<file path="config.mk">
export PLATFORM = sky130hd
export DESIGN_NAME = flash_host_ctrl
export DESIGN_NICKNAME = d
export VERILOG_FILES = /design/src/core/flash_host_pkg.sv /design/src/core/flash_bus_cycle.sv /design/src/core/flash_host_ctrl.sv
export SDC_FILE = /design/constraint.sdc
export NUM_CORES = 1
export LEC_CHECK = 0
export BUFFER_PORTS_ARGS = -buffer_cell sky130_fd_sc_hd__buf_2
export CAP_MARGIN = 20
export CORE_UTILIZATION = 45
export CTS_CLUSTER_DIAMETER = 50
export DETAILED_ROUTE_END_ITERATION = 16
export PLACE_DENSITY = 0.61
export SLEW_MARGIN = 20
export SYNTH_ARGS = -nofsm -noshare
export SYNTH_HDL_FRONTEND = slang
export SYNTH_SLANG_ARGS = --single-unit
</file>
<file path="constraint.sdc">
create_clock -name clk -period 6.3 [get_ports clk]
set_input_delay 1.26 -clock clk [delete_from_list [all_inputs] [get_ports clk]]
set_output_delay 1.26 -clock clk [all_outputs]
set_load 0.02 [all_outputs]
</file>
<file path="src/core/flash_host_pkg.sv">
/*
  Types and constants of the flash host controller.
  Assumes one 20 MHz clock and x16 flash addressing.
*/
package flash_host_pkg;

  // ==========================================================================
  // Widths
  localparam int ADDR_W = 20;
  localparam int DATA_W = 16;
  localparam int TO_W   = 28;

  // ==========================================================================
  // Command set offered to the user side
  typedef enum logic [3:0] {
    CMD_READ,
    CMD_PROGRAM,
    CMD_CHIP_ERASE,
    CMD_SECTOR_ERASE,
    CMD_SUSPEND,
    CMD_RESUME,
    CMD_ID_ENTER,
    CMD_ID_EXIT_SHORT,
    CMD_ID_EXIT_LONG
  } cmd_t;

  typedef struct packed {
    cmd_t                cmd;
    logic [ADDR_W-1:0]   addr;
    logic [DATA_W-1:0]   data;
  } req_t;

  typedef struct packed {
    logic                ceN;
    logic                oeN;
    logic                weN;
    logic [ADDR_W-1:0]   addr;
    logic [DATA_W-1:0]   dqOut;
    logic                dqOe;
  } pins_t;

  typedef struct packed {
    logic [ADDR_W-1:0]   addr;
    logic [DATA_W-1:0]   data;
    logic                isWrite;
    logic                last;
  } step_t;

  // ==========================================================================
  // Command addresses and bytes
  localparam logic [ADDR_W-1:0] ADDR_UNLOCK1   = 20'h0_0555;
  localparam logic [ADDR_W-1:0] ADDR_UNLOCK2   = 20'h0_02AA;
  localparam logic [ADDR_W-1:0] ADDR_ID_MANUF  = 20'h0_0000;
  localparam logic [ADDR_W-1:0] ADDR_ID_DEVICE = 20'h0_0001;
  localparam logic [ADDR_W-1:0] ADDR_ID_EXTRA  = 20'h0_0003;
  localparam logic [7:0] CODE_UNLOCK1  = 8'hAA;
  localparam logic [7:0] CODE_UNLOCK2  = 8'h55;
  localparam logic [7:0] CODE_PROGRAM  = 8'hA0;
  localparam logic [7:0] CODE_ERASE    = 8'h80;
  localparam logic [7:0] CODE_CHIP     = 8'h10;
  localparam logic [7:0] CODE_SECTOR   = 8'h30;
  localparam logic [7:0] CODE_SUSPEND  = 8'hB0;
  localparam logic [7:0] CODE_RESUME   = 8'h30;
  localparam logic [7:0] CODE_ID_ENTER = 8'h90;
  localparam logic [7:0] CODE_ID_EXIT  = 8'hF0;
  localparam int         TOGGLE_BIT    = 6;

  // ==========================================================================
  // Times and cycle counts
  localparam int CLK_NS          = 50;
  localparam int CYC_PER_US      = 1000 / CLK_NS;
  localparam int CYC_PER_MS      = 1000000 / CLK_NS;
  localparam int WP_NS           = 40;
  localparam int ACC_NS          = 70;
  localparam int OEHP_NS         = 50;
  localparam int AH_NS           = 40;
  localparam int PROG_MAX_US     = 200;
  localparam int PROG_VPP_MAX_US = 100;
  localparam int CHIP_MAX_MS     = 12;
  localparam int CHIP_VPP_MAX_MS = 6;
  localparam int SECT_MAX_MS     = 400;
  localparam int SUSP_MAX_US     = 15;
  localparam int SYNC_CYC        = 2;
  localparam int WP_CYC          = (WP_NS + CLK_NS - 1) / CLK_NS;
  localparam int ACC_CYC         = (ACC_NS + CLK_NS - 1) / CLK_NS;
  localparam int OEHP_CYC        = (OEHP_NS + CLK_NS - 1) / CLK_NS;
  localparam int AH_CYC          = (AH_NS + CLK_NS - 1) / CLK_NS;
  localparam int RECOV_CYC       = (OEHP_CYC > AH_CYC) ? OEHP_CYC : AH_CYC;
  localparam int READ_CYC        = ACC_CYC + SYNC_CYC;
  localparam int PROG_CYC        = PROG_MAX_US * CYC_PER_US;
  localparam int PROG_VPP_CYC    = PROG_VPP_MAX_US * CYC_PER_US;
  localparam int CHIP_CYC        = CHIP_MAX_MS * CYC_PER_MS;
  localparam int CHIP_VPP_CYC    = CHIP_VPP_MAX_MS * CYC_PER_MS;
  localparam int SECT_CYC        = SECT_MAX_MS * CYC_PER_MS;
  localparam int SUSP_CYC        = SUSP_MAX_US * CYC_PER_US;

endpackage

</file>
<file path="src/core/flash_bus_cycle.sv">
/*
  One asynchronous flash bus cycle, read or write, on registered pins.
  Assumes start is a one-cycle pulse from logic on the same clock and that
  dqIn comes straight from the flash pins.
*/
`timescale 1ns/1ps
module flash_bus_cycle (
  // Clock and reset
  input  wire logic                               clk,
  input  wire logic                               rstn,
  // Cycle request
  input  wire logic                               start,
  input  wire logic                               isWrite,
  input  wire logic [flash_host_pkg::ADDR_W-1:0]  addr,
  input  wire logic [flash_host_pkg::DATA_W-1:0]  wdata,
  // Cycle answer
  output logic                                    done,
  output logic      [flash_host_pkg::DATA_W-1:0]  rdata,
  // Flash pins
  output flash_host_pkg::pins_t                   pins,
  input  wire logic [flash_host_pkg::DATA_W-1:0]  dqIn
);

  typedef enum logic [1:0] {B_IDLE, B_ACTIVE, B_RECOVER} bstate_t;

  bstate_t                              state_reg, state_next;
  logic    [3:0]                        cnt_reg, cnt_next;
  logic                                 wr_reg, wr_next;
  logic                                 done_reg, done_next;
  logic    [flash_host_pkg::DATA_W-1:0] rdata_reg, rdata_next;
  flash_host_pkg::pins_t                pins_reg, pins_next;
  logic    [flash_host_pkg::DATA_W-1:0] dqMeta_reg, dqSync_reg;

  // ==========================================================================
  // Next cycle state
  always_comb begin
    state_next = state_reg;
    cnt_next   = cnt_reg + 4'h1;
    wr_next    = wr_reg;
    done_next  = 1'b0;
    rdata_next = rdata_reg;
    pins_next  = pins_reg;
    case (state_reg)
      B_IDLE: begin
        cnt_next = 4'h0;
        if (start) begin
          state_next      = B_ACTIVE;
          wr_next         = isWrite;
          pins_next.addr  = addr;
          pins_next.dqOut = wdata;
          pins_next.dqOe  = isWrite;
          pins_next.ceN   = 1'b0;
          pins_next.weN   = ~isWrite;
          pins_next.oeN   = isWrite;
        end
      end
      B_ACTIVE: begin
        if (wr_reg ? (cnt_reg == 4'(flash_host_pkg::WP_CYC - 1))
                   : (cnt_reg == 4'(flash_host_pkg::READ_CYC))) begin
          state_next    = B_RECOVER;
          cnt_next      = 4'h0;
          rdata_next    = wr_reg ? rdata_reg : dqSync_reg;
          pins_next.ceN = 1'b1;
          pins_next.oeN = 1'b1;
          pins_next.weN = 1'b1;
        end
      end
      B_RECOVER: begin
        // Strobes high long enough for the next pulse, address still held
        if (cnt_reg == 4'(flash_host_pkg::RECOV_CYC - 1)) begin
          state_next     = B_IDLE;
          done_next      = 1'b1;
          pins_next.dqOe = 1'b0;
        end
      end
      default: state_next = B_IDLE;
    endcase
  end

  // ==========================================================================
  // Registers and data pin synchroniser
  always_ff @(posedge clk or negedge rstn) begin
    if (!rstn) begin
      state_reg  <= B_IDLE;
      cnt_reg    <= 4'h0;
      wr_reg     <= 1'b0;
      done_reg   <= 1'b0;
      rdata_reg  <= 16'h0000;
      pins_reg   <= '{ceN: 1'b1, oeN: 1'b1, weN: 1'b1, addr: 20'h0_0000, dqOut: 16'h0000, dqOe: 1'b0};
      dqMeta_reg <= 16'h0000;
      dqSync_reg <= 16'h0000;
    end else begin
      state_reg  <= state_next;
      cnt_reg    <= cnt_next;
      wr_reg     <= wr_next;
      done_reg   <= done_next;
      rdata_reg  <= rdata_next;
      pins_reg   <= pins_next;
      dqMeta_reg <= dqIn;
      dqSync_reg <= dqMeta_reg;
    end
  end

  assign done  = done_reg;
  assign rdata = rdata_reg;
  assign pins  = pins_reg;

endmodule // flash_bus_cycle

</file>
<file path="src/core/flash_host_ctrl.sv">
/*
  Host controller for an asynchronous parallel NOR flash: issues command
  sequences, polls the toggle status bit and reads array or ID data.
  Assumes the flash pins connect directly and vppHigh is an asynchronous
  level that reports the program supply at or above 4.5 V.
*/
// Functional notes
// - Chip erase ends with 10H at 555
// - Sector erase ends with 30H in sector
// - Toggle status with meeting high pulse width
// - Poll address stays constant throughout
// - Only changes of toggle bit matter
// - Command upper data byte is ignored
`timescale 1ns/1ps
module flash_host_ctrl #(
  parameter int PROG_CYC     = flash_host_pkg::PROG_CYC,
  parameter int PROG_VPP_CYC = flash_host_pkg::PROG_VPP_CYC,
  parameter int CHIP_CYC     = flash_host_pkg::CHIP_CYC,
  parameter int CHIP_VPP_CYC = flash_host_pkg::CHIP_VPP_CYC,
  parameter int SECT_CYC     = flash_host_pkg::SECT_CYC
) (
  // Clock and reset
  input  wire logic                               clk,
  input  wire logic                               rstn,
  // User request
  input  wire logic                               reqValid,
  input  flash_host_pkg::req_t                    req,
  output logic                                    reqReady,
  // User answer
  output logic                                    rspDone,
  output logic      [flash_host_pkg::DATA_W-1:0]  rspData,
  output logic                                    rspTimeout,
  // Program supply level
  input  wire logic                               vppHigh,
  // Flash pins
  output flash_host_pkg::pins_t                   pins,
  input  wire logic [flash_host_pkg::DATA_W-1:0]  dqIn
);

  typedef enum logic [2:0] {S_IDLE, S_STEP, S_STEPWAIT, S_POLL, S_POLLWAIT, S_SUSP, S_REPLY} state_t;

  state_t                              state_reg, state_next;
  flash_host_pkg::req_t                req_reg, req_next;
  logic    [2:0]                       idx_reg, idx_next;
  logic    [flash_host_pkg::TO_W-1:0]  cnt_reg, cnt_next;
  logic                                first_reg, first_next;
  logic                                prev_reg, prev_next;
  logic                                ready_reg, ready_next;
  logic                                done_reg, done_next;
  logic                                tout_reg, tout_next;
  logic    [flash_host_pkg::DATA_W-1:0] data_reg, data_next;
  logic                                vppMeta_reg, vppSync_reg;
  logic                                engStart, engWrite, engDone;
  logic    [flash_host_pkg::ADDR_W-1:0] engAddr;
  logic    [flash_host_pkg::DATA_W-1:0] engData, engRdata;
  flash_host_pkg::step_t               step;

  localparam int TO_W = flash_host_pkg::TO_W;

  // ==========================================================================
  // Command byte with the upper data byte held at zero
  function automatic logic [flash_host_pkg::DATA_W-1:0] cmdWord(input logic [7:0] code);
    return {8'h00, code};
  endfunction

  // One step of the command sequence for a request
  function automatic flash_host_pkg::step_t cmdStep(input flash_host_pkg::req_t r, input logic [2:0] i);
    flash_host_pkg::step_t s;
    logic [7:0]            code;
    s      = '{addr: flash_host_pkg::ADDR_UNLOCK1, data: 16'h0000, isWrite: 1'b1, last: 1'b0};
    code   = 8'h00;
    // Unlock pairs open every sequence except reads, suspend, resume and the short ID exit
    case (i)
      3'd0, 3'd3: code = flash_host_pkg::CODE_UNLOCK1;
      3'd1, 3'd4: begin
        code   = flash_host_pkg::CODE_UNLOCK2;
        s.addr = flash_host_pkg::ADDR_UNLOCK2;
      end
      default: code = 8'h00;
    endcase
    case (r.cmd)
      flash_host_pkg::CMD_PROGRAM: begin
        if (i == 3'd2) code = flash_host_pkg::CODE_PROGRAM;
        s.last = (i == 3'd3);
      end
      flash_host_pkg::CMD_CHIP_ERASE, flash_host_pkg::CMD_SECTOR_ERASE: begin
        if (i == 3'd2) code = flash_host_pkg::CODE_ERASE;
        if (i == 3'd5) begin
          if (r.cmd == flash_host_pkg::CMD_CHIP_ERASE) begin
            code = flash_host_pkg::CODE_CHIP;
          end else begin
            code   = flash_host_pkg::CODE_SECTOR;
            s.addr = r.addr;
          end
        end
        s.last = (i == 3'd5);
      end
      flash_host_pkg::CMD_ID_ENTER, flash_host_pkg::CMD_ID_EXIT_LONG: begin
        if (i == 3'd2) begin
          code = (r.cmd == flash_host_pkg::CMD_ID_ENTER) ? flash_host_pkg::CODE_ID_ENTER
                                                         : flash_host_pkg::CODE_ID_EXIT;
        end
        s.last = (i == 3'd2);
      end
      flash_host_pkg::CMD_ID_EXIT_SHORT: begin
        code   = flash_host_pkg::CODE_ID_EXIT;
        s.last = 1'b1;
      end
      flash_host_pkg::CMD_SUSPEND, flash_host_pkg::CMD_RESUME: begin
        code   = (r.cmd == flash_host_pkg::CMD_SUSPEND) ? flash_host_pkg::CODE_SUSPEND
                                                        : flash_host_pkg::CODE_RESUME;
        s.addr = r.addr;
        s.last = 1'b1;
      end
      default: begin
        // Array or ID read; ID codes sit at 0000H, 0001H, 0003H
        s.addr    = r.addr;
        s.isWrite = 1'b0;
        s.last    = 1'b1;
      end
    endcase
    s.data = cmdWord(code);
    if (r.cmd == flash_host_pkg::CMD_PROGRAM && i == 3'd3) begin
      s.addr = r.addr;
      s.data = r.data;
    end
    return s;
  endfunction

  // Longest wait before an embedded operation is declared stuck
  function automatic logic [flash_host_pkg::TO_W-1:0] timeLimit(input flash_host_pkg::cmd_t c, input logic fast);
    case (c)
      flash_host_pkg::CMD_PROGRAM:    return fast ? TO_W'(PROG_VPP_CYC) : TO_W'(PROG_CYC);
      flash_host_pkg::CMD_CHIP_ERASE: return fast ? TO_W'(CHIP_VPP_CYC) : TO_W'(CHIP_CYC);
      default:                        return TO_W'(SECT_CYC);
    endcase
  endfunction

  assign step = cmdStep(req_reg, idx_reg);

  // ==========================================================================
  // Sequencer next state
  always_comb begin
    state_next = state_reg;
    req_next   = req_reg;
    idx_next   = idx_reg;
    cnt_next   = cnt_reg;
    first_next = first_reg;
    prev_next  = prev_reg;
    done_next  = 1'b0;
    tout_next  = tout_reg;
    data_next  = data_reg;
    engStart   = 1'b0;
    engWrite   = step.isWrite;
    engAddr    = step.addr;
    engData    = step.data;
    case (state_reg)
      S_IDLE: begin
        if (reqValid) begin
          req_next   = req;
          idx_next   = 3'd0;
          tout_next  = 1'b0;
          state_next = S_STEP;
        end
      end
      S_STEP: begin
        engStart   = 1'b1;
        state_next = S_STEPWAIT;
      end
      S_STEPWAIT: begin
        if (engDone) begin
          cnt_next   = '0;
          first_next = 1'b1;
          if (!step.last) begin
            idx_next   = idx_reg + 3'd1;
            state_next = S_STEP;
          end else begin
            case (req_reg.cmd)
              flash_host_pkg::CMD_PROGRAM, flash_host_pkg::CMD_CHIP_ERASE,
              flash_host_pkg::CMD_SECTOR_ERASE: state_next = S_POLL;
              flash_host_pkg::CMD_SUSPEND:      state_next = S_SUSP;
              flash_host_pkg::CMD_READ: begin
                data_next  = engRdata;
                state_next = S_REPLY;
              end
              default: state_next = S_REPLY;
            endcase
          end
        end
      end
      S_POLL: begin
        // Status read at the request address, the same on every read
        engStart   = 1'b1;
        engWrite   = 1'b0;
        engAddr    = req_reg.addr;
        state_next = S_POLLWAIT;
        cnt_next   = cnt_reg + TO_W'(1);
      end
      S_POLLWAIT: begin
        cnt_next = cnt_reg + TO_W'(1);
        if (engDone) begin
          prev_next  = engRdata[flash_host_pkg::TOGGLE_BIT];
          first_next = 1'b0;
          data_next  = engRdata;
          // Two reads in a row with the same toggle bit mean the operation has ended
          if (!first_reg && engRdata[flash_host_pkg::TOGGLE_BIT] == prev_reg) begin
            state_next = S_REPLY;
          end else if (cnt_reg >= timeLimit(req_reg.cmd, vppSync_reg)) begin
            tout_next  = 1'b1;
            state_next = S_REPLY;
          end else begin
            state_next = S_POLL;
          end
        end
      end
      S_SUSP: begin
        // Hold off until the suspend latency has surely passed
        cnt_next = cnt_reg + TO_W'(1);
        if (cnt_reg >= TO_W'(flash_host_pkg::SUSP_CYC - 1)) begin
          state_next = S_REPLY;
        end
      end
      S_REPLY: begin
        done_next  = 1'b1;
        state_next = S_IDLE;
      end
      default: state_next = S_IDLE;
    endcase
    ready_next = (state_next == S_IDLE);
  end

  // ==========================================================================
  // Sequencer registers and supply level synchroniser
  always_ff @(posedge clk or negedge rstn) begin
    if (!rstn) begin
      state_reg   <= S_IDLE;
      req_reg     <= '{cmd: flash_host_pkg::CMD_READ, addr: 20'h0_0000, data: 16'h0000};
      idx_reg     <= 3'd0;
      cnt_reg     <= '0;
      first_reg   <= 1'b1;
      prev_reg    <= 1'b0;
      ready_reg   <= 1'b1;
      done_reg    <= 1'b0;
      tout_reg    <= 1'b0;
      data_reg    <= 16'h0000;
      vppMeta_reg <= 1'b0;
      vppSync_reg <= 1'b0;
    end else begin
      state_reg   <= state_next;
      req_reg     <= req_next;
      idx_reg     <= idx_next;
      cnt_reg     <= cnt_next;
      first_reg   <= first_next;
      prev_reg    <= prev_next;
      ready_reg   <= ready_next;
      done_reg    <= done_next;
      tout_reg    <= tout_next;
      data_reg    <= data_next;
      vppMeta_reg <= vppHigh;
      vppSync_reg <= vppMeta_reg;
    end
  end

  // ==========================================================================
  // Pin cycle engine
  flash_bus_cycle uCycle (
    .clk     (clk),
    .rstn    (rstn),
    .start   (engStart),
    .isWrite (engWrite),
    .addr    (engAddr),
    .wdata   (engData),
    .done    (engDone),
    .rdata   (engRdata),
    .pins    (pins),
    .dqIn    (dqIn)
  );

  assign reqReady   = ready_reg;
  assign rspDone    = done_reg;
  assign rspData    = data_reg;
  assign rspTimeout = tout_reg;

endmodule // flash_host_ctrl

</file>
==> results of run 1 <==
==> Yosys cell counts (all sizes together) (4+ instances only) <==
library cell  count  area [µm²]
buf              18         129
mux2             73         822
nor3             12        70.1
and3              4        25.0
nor2             84         320
nand2b           11        68.8
and2              7        45.1
o21bai            4        30.0
o22ai             7        43.8
o21ai            33         165
xnor2            18         158
nor2b            10        62.6
a31oi             8        50.1
nor4             11         126
nand3            19        95.1
nand4             5        46.3
nand2            85         319
nor4b             4        47.6
a221oi           14         123
a21oi            27         135
dfrtp           188        4700
inv              26        97.6
clkbuf           20        75.1
xor2             13         114
ha               26         325
a21o              5        37.5
dfstp             5         131
==> stage by stage <==
step,instance area (µm²),worst slack (ns)
floorplan,8790,3.33
global placement,9570,2.96
detailed placement,9570,2.85
CTS,10200,2.82
global route,10200,2.45
finish,10200,2.76
==> worst reg2reg max path, stage by stage (launching register included) <==
cell       delay [ns]
dfrtp_1          0.58
nor2_1           0.36
nand2_1          0.20
or3_1            0.39
and2_1           0.17
ha_1             0.30
a21oi_1          0.12
o21ai_0          0.11
a2111oi_0        0.59
nor2_1           0.14
o21bai_1         0.19
nor4b_1          0.28
==> power by group through the flow <==
stage / clock [mW] / combinational, mW / sequential, mW
2_1_floorplan: 0 / 0.950 / 1.83
3_3_place_gp: 0 / 1.35 / 1.83
3_5_place_dp: 0 / 1.37 / 1.83
4_1_cts: 1.16 / 1.38 / 1.81
5_1_grt: 1.21 / 1.53 / 1.86
6_report: 1.13 / 1.36 / 1.81
==> worst max path at each step <==
stage                     start       end  slack, ns
CTS                 req_reg[39]  reqReady       2.82
detailed placement  req_reg[39]  reqReady       2.85
global placement    req_reg[39]  reqReady       2.96
floorplan           req_reg[38]  reqReady       3.33
global route        req_reg[39]  reqReady       2.45
finish              req_reg[39]  reqReady       2.76
==> cell families after synthesis <==
kind of cell	after synthesis
adder cells (fa/ha/maj)	26
flip-flops	193
XOR/XNOR	31
buffers and inverters	64
AO/OA/AOI/OAI	124
AND/OR/NAND/NOR	271
multiplexers	76
==> layer usage <==
metal,up-vias,GRT usage (%),part of all wire [%]
met5,-,0,0
met4,0,5.72,1.4
met3,18,5.20,4.5
met2,117,30.3,46
met1,2987,29.2,49
li1,2950,-,-
==> layout make-up <==
type / count / area [µm²] / area share (%)
sequential: 193 / 4840 / 47.3
timing repair buffer: 124 / 648 / 6.34
clock buffer: 18 / 439 / 4.30
tap: 260 / 325 / 3.18
inverter: 26 / 97.6 / 0.955
clock inverter: 14 / 201 / 1.97
multi-input combinational: 528 / 3670 / 35.9
==> impl_metrics.ini, run 1 <==
[die]
start_util_pct = 46.4
core_area_um2 = 19000
die_area_um2 = 20100
io_pins = 119
rows = 50
fp.dieW_um = 142
die_h_um = 142

[pwr]
seq_power_share_pct = 42.1
total_power_mw = 4.31
leakage_nw = 4.87
combPwrFrac_pct = 31.6
ir_worst_vdd_v = 0.000258
p_per_area_nw_per_um2 = 422
p_sw_share_pct = 37.5
p_sw_mw = 1.61
clock_power_share_pct = 26.3
p_int_mw = 2.69

[route]
via_per_inst = 5.22
drt_iter0_markers = 371
drc_errors = 0
via_count = 6072
dr.pass1.iters = 4
finalWirelength_um = 18800
ant_nets = 0
wl_per_cell_um = 16.1

[setup_path]
ff2ff_path_depth = 11
r2r-end = reqReady
cp_cell_sequence = nor2_1 > nand2_1 > or3_1 > and2_1 > ha_1 > a21oi_1 > o21ai_0 > a2111oi_0 > nor2_1 > o21bai_1 > nor4b_1
path_buf_inv = 0
worstPathArrival_ns = 3.86
crit_family = simple AND/OR/NAND/NOR gates
r2r_slack_ns = 2.76
critical-path-max-stage-delay_ns = 0.59
cp.required_ns = 6.62
cpMostUsedCell = nor2_1
path_depth = 11
r2r_start = req_reg[39]
critPathLaunchType = register
crit_slowest_cell = a2111oi_0
crit_fanout = 17
worstSetupPathType = reg -> reg
cp-end-kind = register

[final_layout]
area_growth_syn_to_layout_pct = 16.2
fin_util_pct = 53.9
fillers = 1696
stdcell_count = 1163
antenna_cells = 0
drive_above_1_share_pct = 28.3
layout_common_cells = dfrtp_1, buf_2, nand2_1, nor2_1, mux2_2
final_common_cell = dfrtp_1
final_nets = 976

[placed_design]
routabilityCongestion = 0.857
placed_cells_incl_taps = 1131
numPortBuffers = 118
hpwl_um = 12700

[logic_synthesis]
netlist_area_um2 = 8790
synth-xor-area-share_pct = 3.09
synth-edff-count = 0
synth_seq_area_share_pct = 55.0
yosys.area_share.simple_pct = 15.8
avgSynthCellArea_um2 = 11.2
synth_cell_types = 72
synth_fa_ha_area_share_pct = 3.70
syn_nets = 871
async_flop_share_pct = 100
synth_cells = 785
ys_ff_latch = 193
synthMuxAreaShare_pct = 9.69
synth_top_family_by_area = simple AND/OR/NAND/NOR gates
yosysWarnings = 0
synthFlopType = dfrtp_1
synth_compound_area_share_pct = 9.28

[sta]
fin_hold_ws_ns = 0.350
maxSlewViolCount = 0
hold_viol = 0
worstMarginPinSlew_ns = 1.01
final.min_clock_period_ns = 3.54
setup_viol = 0
max_freq_ghz = 0.282
rsz0062_at_grt = no
fin_tns_setup_ns = 0
fin_crit_sh_pct = 56.2
fin_skew_ns = 0.0146
relSlewSlack_pct = 32.5

[cts]
tritoncts.num_buffers = 17
post_cts_buffers = 0
htreeDepth = 4
clock_path_buffers = 2
cts_sinks = 193
cts_tree = yes
root_buffer = clkbuf_16
path_clk_slew_ns = 0.08
cts_resized = 0
clk_latency_ns = 0.44
ctsHoldBuffers = 0

[global_routing]
grt_max_degree = 93
grt_pass1_vias = 6122
grtUsageTotal_pct = 20.3
antenna_found_initial = 0
grt_first_pass_wirelength_um = 31800
overflow = 0

[job]
drv_cap = 0

[outcome]
status = completed

[hold_path]
hold_start = vppMeta_reg
hold_class = reg -> reg
hold_path_depth = 0
hold_end = vppSync_reg
(Power assumes the default switching activity.)
==> inputs of run 2 (changes only) <==
--- a/config.mk
+++ b/config.mk
@@ -10,7 +10,7 @@
 export CORE_UTILIZATION = 45
 export CTS_CLUSTER_DIAMETER = 50
 export DETAILED_ROUTE_END_ITERATION = 16
-export PLACE_DENSITY = 0.61
+export PLACE_DENSITY = 0.63
 export SLEW_MARGIN = 20
 export SYNTH_ARGS = -nofsm -noshare
 export SYNTH_HDL_FRONTEND = slang
==> constraint.sdc (replaced) <==
create_clock -name clk -period 2.95 [get_ports clk]
set_input_delay 0.59 -clock clk [delete_from_list [all_inputs] [get_ports clk]]
set_output_delay 0.59 -clock clk [all_outputs]
set_load 0.02 [all_outputs]
==> impl_metrics.ini, run 2 (same netlist as run 1, synthesis figures left out) <==
[pwr]
ir_worst_vdd_v = 0.000470
p_sw_share_pct = 36.8
seq_power_share_pct = 40.7
combPwrFrac_pct = 34.6
leakage_nw = 4.96
p_per_area_nw_per_um2 = 892
clock_power_share_pct = 24.7
p_int_mw = 5.83
p_sw_mw = 3.40

[die]
core_area_um2 = 19000
io_pins = 119
fp.dieW_um = 142
die_area_um2 = 20100
die_h_um = 142
rows = 50
start_util_pct = 46.4

[cts]
htreeDepth = 4
clk_latency_ns = 0.44
cts_tree = yes
post_cts_buffers = 0
clock_path_buffers = 2
path_clk_slew_ns = 0.07
cts_sinks = 193
tritoncts.num_buffers = 17
root_buffer = clkbuf_16

[setup_path]
critical-path-max-stage-delay_ns = 0.41
crit_path_start = req_reg[39]
worstPathArrival_ns = 3.09
cp-end-kind = register
crit_fanout = 3
cpMostUsedCell = nor2_1
cp_cell_sequence = nor2_1 > nand2_1 > or3_1 > and2_1 > ha_1 > a21oi_1 > o21ai_0 > a2111oi_2 > nor2_1 > o21bai_1 > nor4b_2
r2r_start = req_reg[39]
worstSetupPathType = reg -> reg
r2r_slack_ns = 0.20
critPathLaunchType = register
crit_slowest_cell = dfrtp_1
cp.required_ns = 3.29

[sta]
fin_hold_ws_ns = 0.131
fin_crit_sh_pct = 93.2
final.min_clock_period_ns = 2.75
worstMarginPinSlew_ns = 0.770
relSlewSlack_pct = 48.7
hold_viol = 0
max_freq_ghz = 0.364
setup_viol = 0
maxSlewViolCount = 0
layout_setup_ws_ns = 0.200
fin_skew_ns = 0.0134

[final_layout]
drive_above_1_share_pct = 30.0
layout_common_cells = dfrtp_1, buf_2, nand2_1, nor2_1, mux2_2
final_nets = 995
design_area_um2 = 10400
area_growth_syn_to_layout_pct = 17.8
stdcell_count = 1182
antenna_cells = 0
final_common_cell = dfrtp_1

[hold_path]
hold_class = in -> async

[outcome]
status = completed

[route]
ant_nets = 0
finalWirelength_um = 18600
drc_errors = 0
via_count = 6162
drt_iter0_markers = 405
via_per_inst = 5.21
wl_per_cell_um = 15.7
dr.pass1.iters = 4

[placed_design]
placed_cell_area_um2 = 9750
routabilityCongestion = 0.847
placed_cells_incl_taps = 1150
place_ws_ns = 0.0623
numPortBuffers = 118
hpwl_um = 12800

[job]
drv_cap = 0

[global_routing]
overflow = 0
grtUsageTotal_pct = 19.7
grt_first_pass_wirelength_um = 30900
grt_pass1_vias = 5936
antenna_found_initial = 0
grt_max_degree = 68
## run 2: cell count changes in the layout (fill, tap and decap cells not counted), moves of 2 or more
cell / delta
inv_6: +2
clkinv_8: -5
buf_4: +17
clkbuf_8: +2
inv_8: +2
buf_12: +3
## run 2: path summary, 6_finish.rpt
path	to	cells after the start
worst min register to register	uCycle.dqSync_reg[14]	0
worst min-delay path	cnt_reg[15]	1
min in group clk	uCycle.dqMeta_reg[2]	1
worst max register to register	reqReady	11
worst max-delay path	reqReady	11
max in group asynchronous	uCycle.pins[39]	2
## run 2: layer usage
layer	up-vias	routed length (µm)	track usage, %
li1	2989	-	-
met1	3025	9060	28.1
met2	124	8530	29.7
met3	24	706	4.35
met4	0	288	6.34
met5	-	0	0
## run 2: layout make-up
| class | count | area (µm²) |
|---|---|---|
| clock buffers | 21 | 470 |
| clock inverters | 11 | 111 |
| fillers | 1642 | 8600 |
| inverters | 26 | 97.6 |
| multi-input cells | 528 | 3690 |
| flip-flops and latches | 193 | 4840 |
| well taps | 260 | 325 |
| repair buffers | 143 | 825 |
## run 2: critical path: cells and delay by family (launching register included)
family	cells	cell delay [ns]
AO/OA/AOI/OAI	4	0.85
adder cells (fa/ha/maj)	1	0.31
flip-flops	1	0.41
AND/OR/NAND/NOR	6	1.09
## run 2: stage by stage
step           setup TNS [ns]  power, mW  util (%)
6_report                    0       9.23      54.6
5_1_grt               -0.0135       9.83      54.6
4_1_cts                     0       9.31      54.5
3_5_place_dp                0       6.99      51.5
3_3_place_gp                0       6.93      51.5
2_1_floorplan               0       5.95         -
## run 2: power by group through the flow
stage / logic, mW / clock network [mW] / registers (mW)
after CTS: 3.20 / 2.35 / 3.76
after floorplan: 2.03 / 0 / 3.92
after global placement: 3.14 / 0 / 3.79
after global routing: 3.53 / 2.45 / 3.85
after detailed placement: 3.18 / 0 / 3.80
final: 3.20 / 2.28 / 3.76
## run 2: timing repair
item / CTS / global route
resized for setup: 0 / 4
endpoints found under the setup margin: 0 / 1
hold buffers: 0 / 0
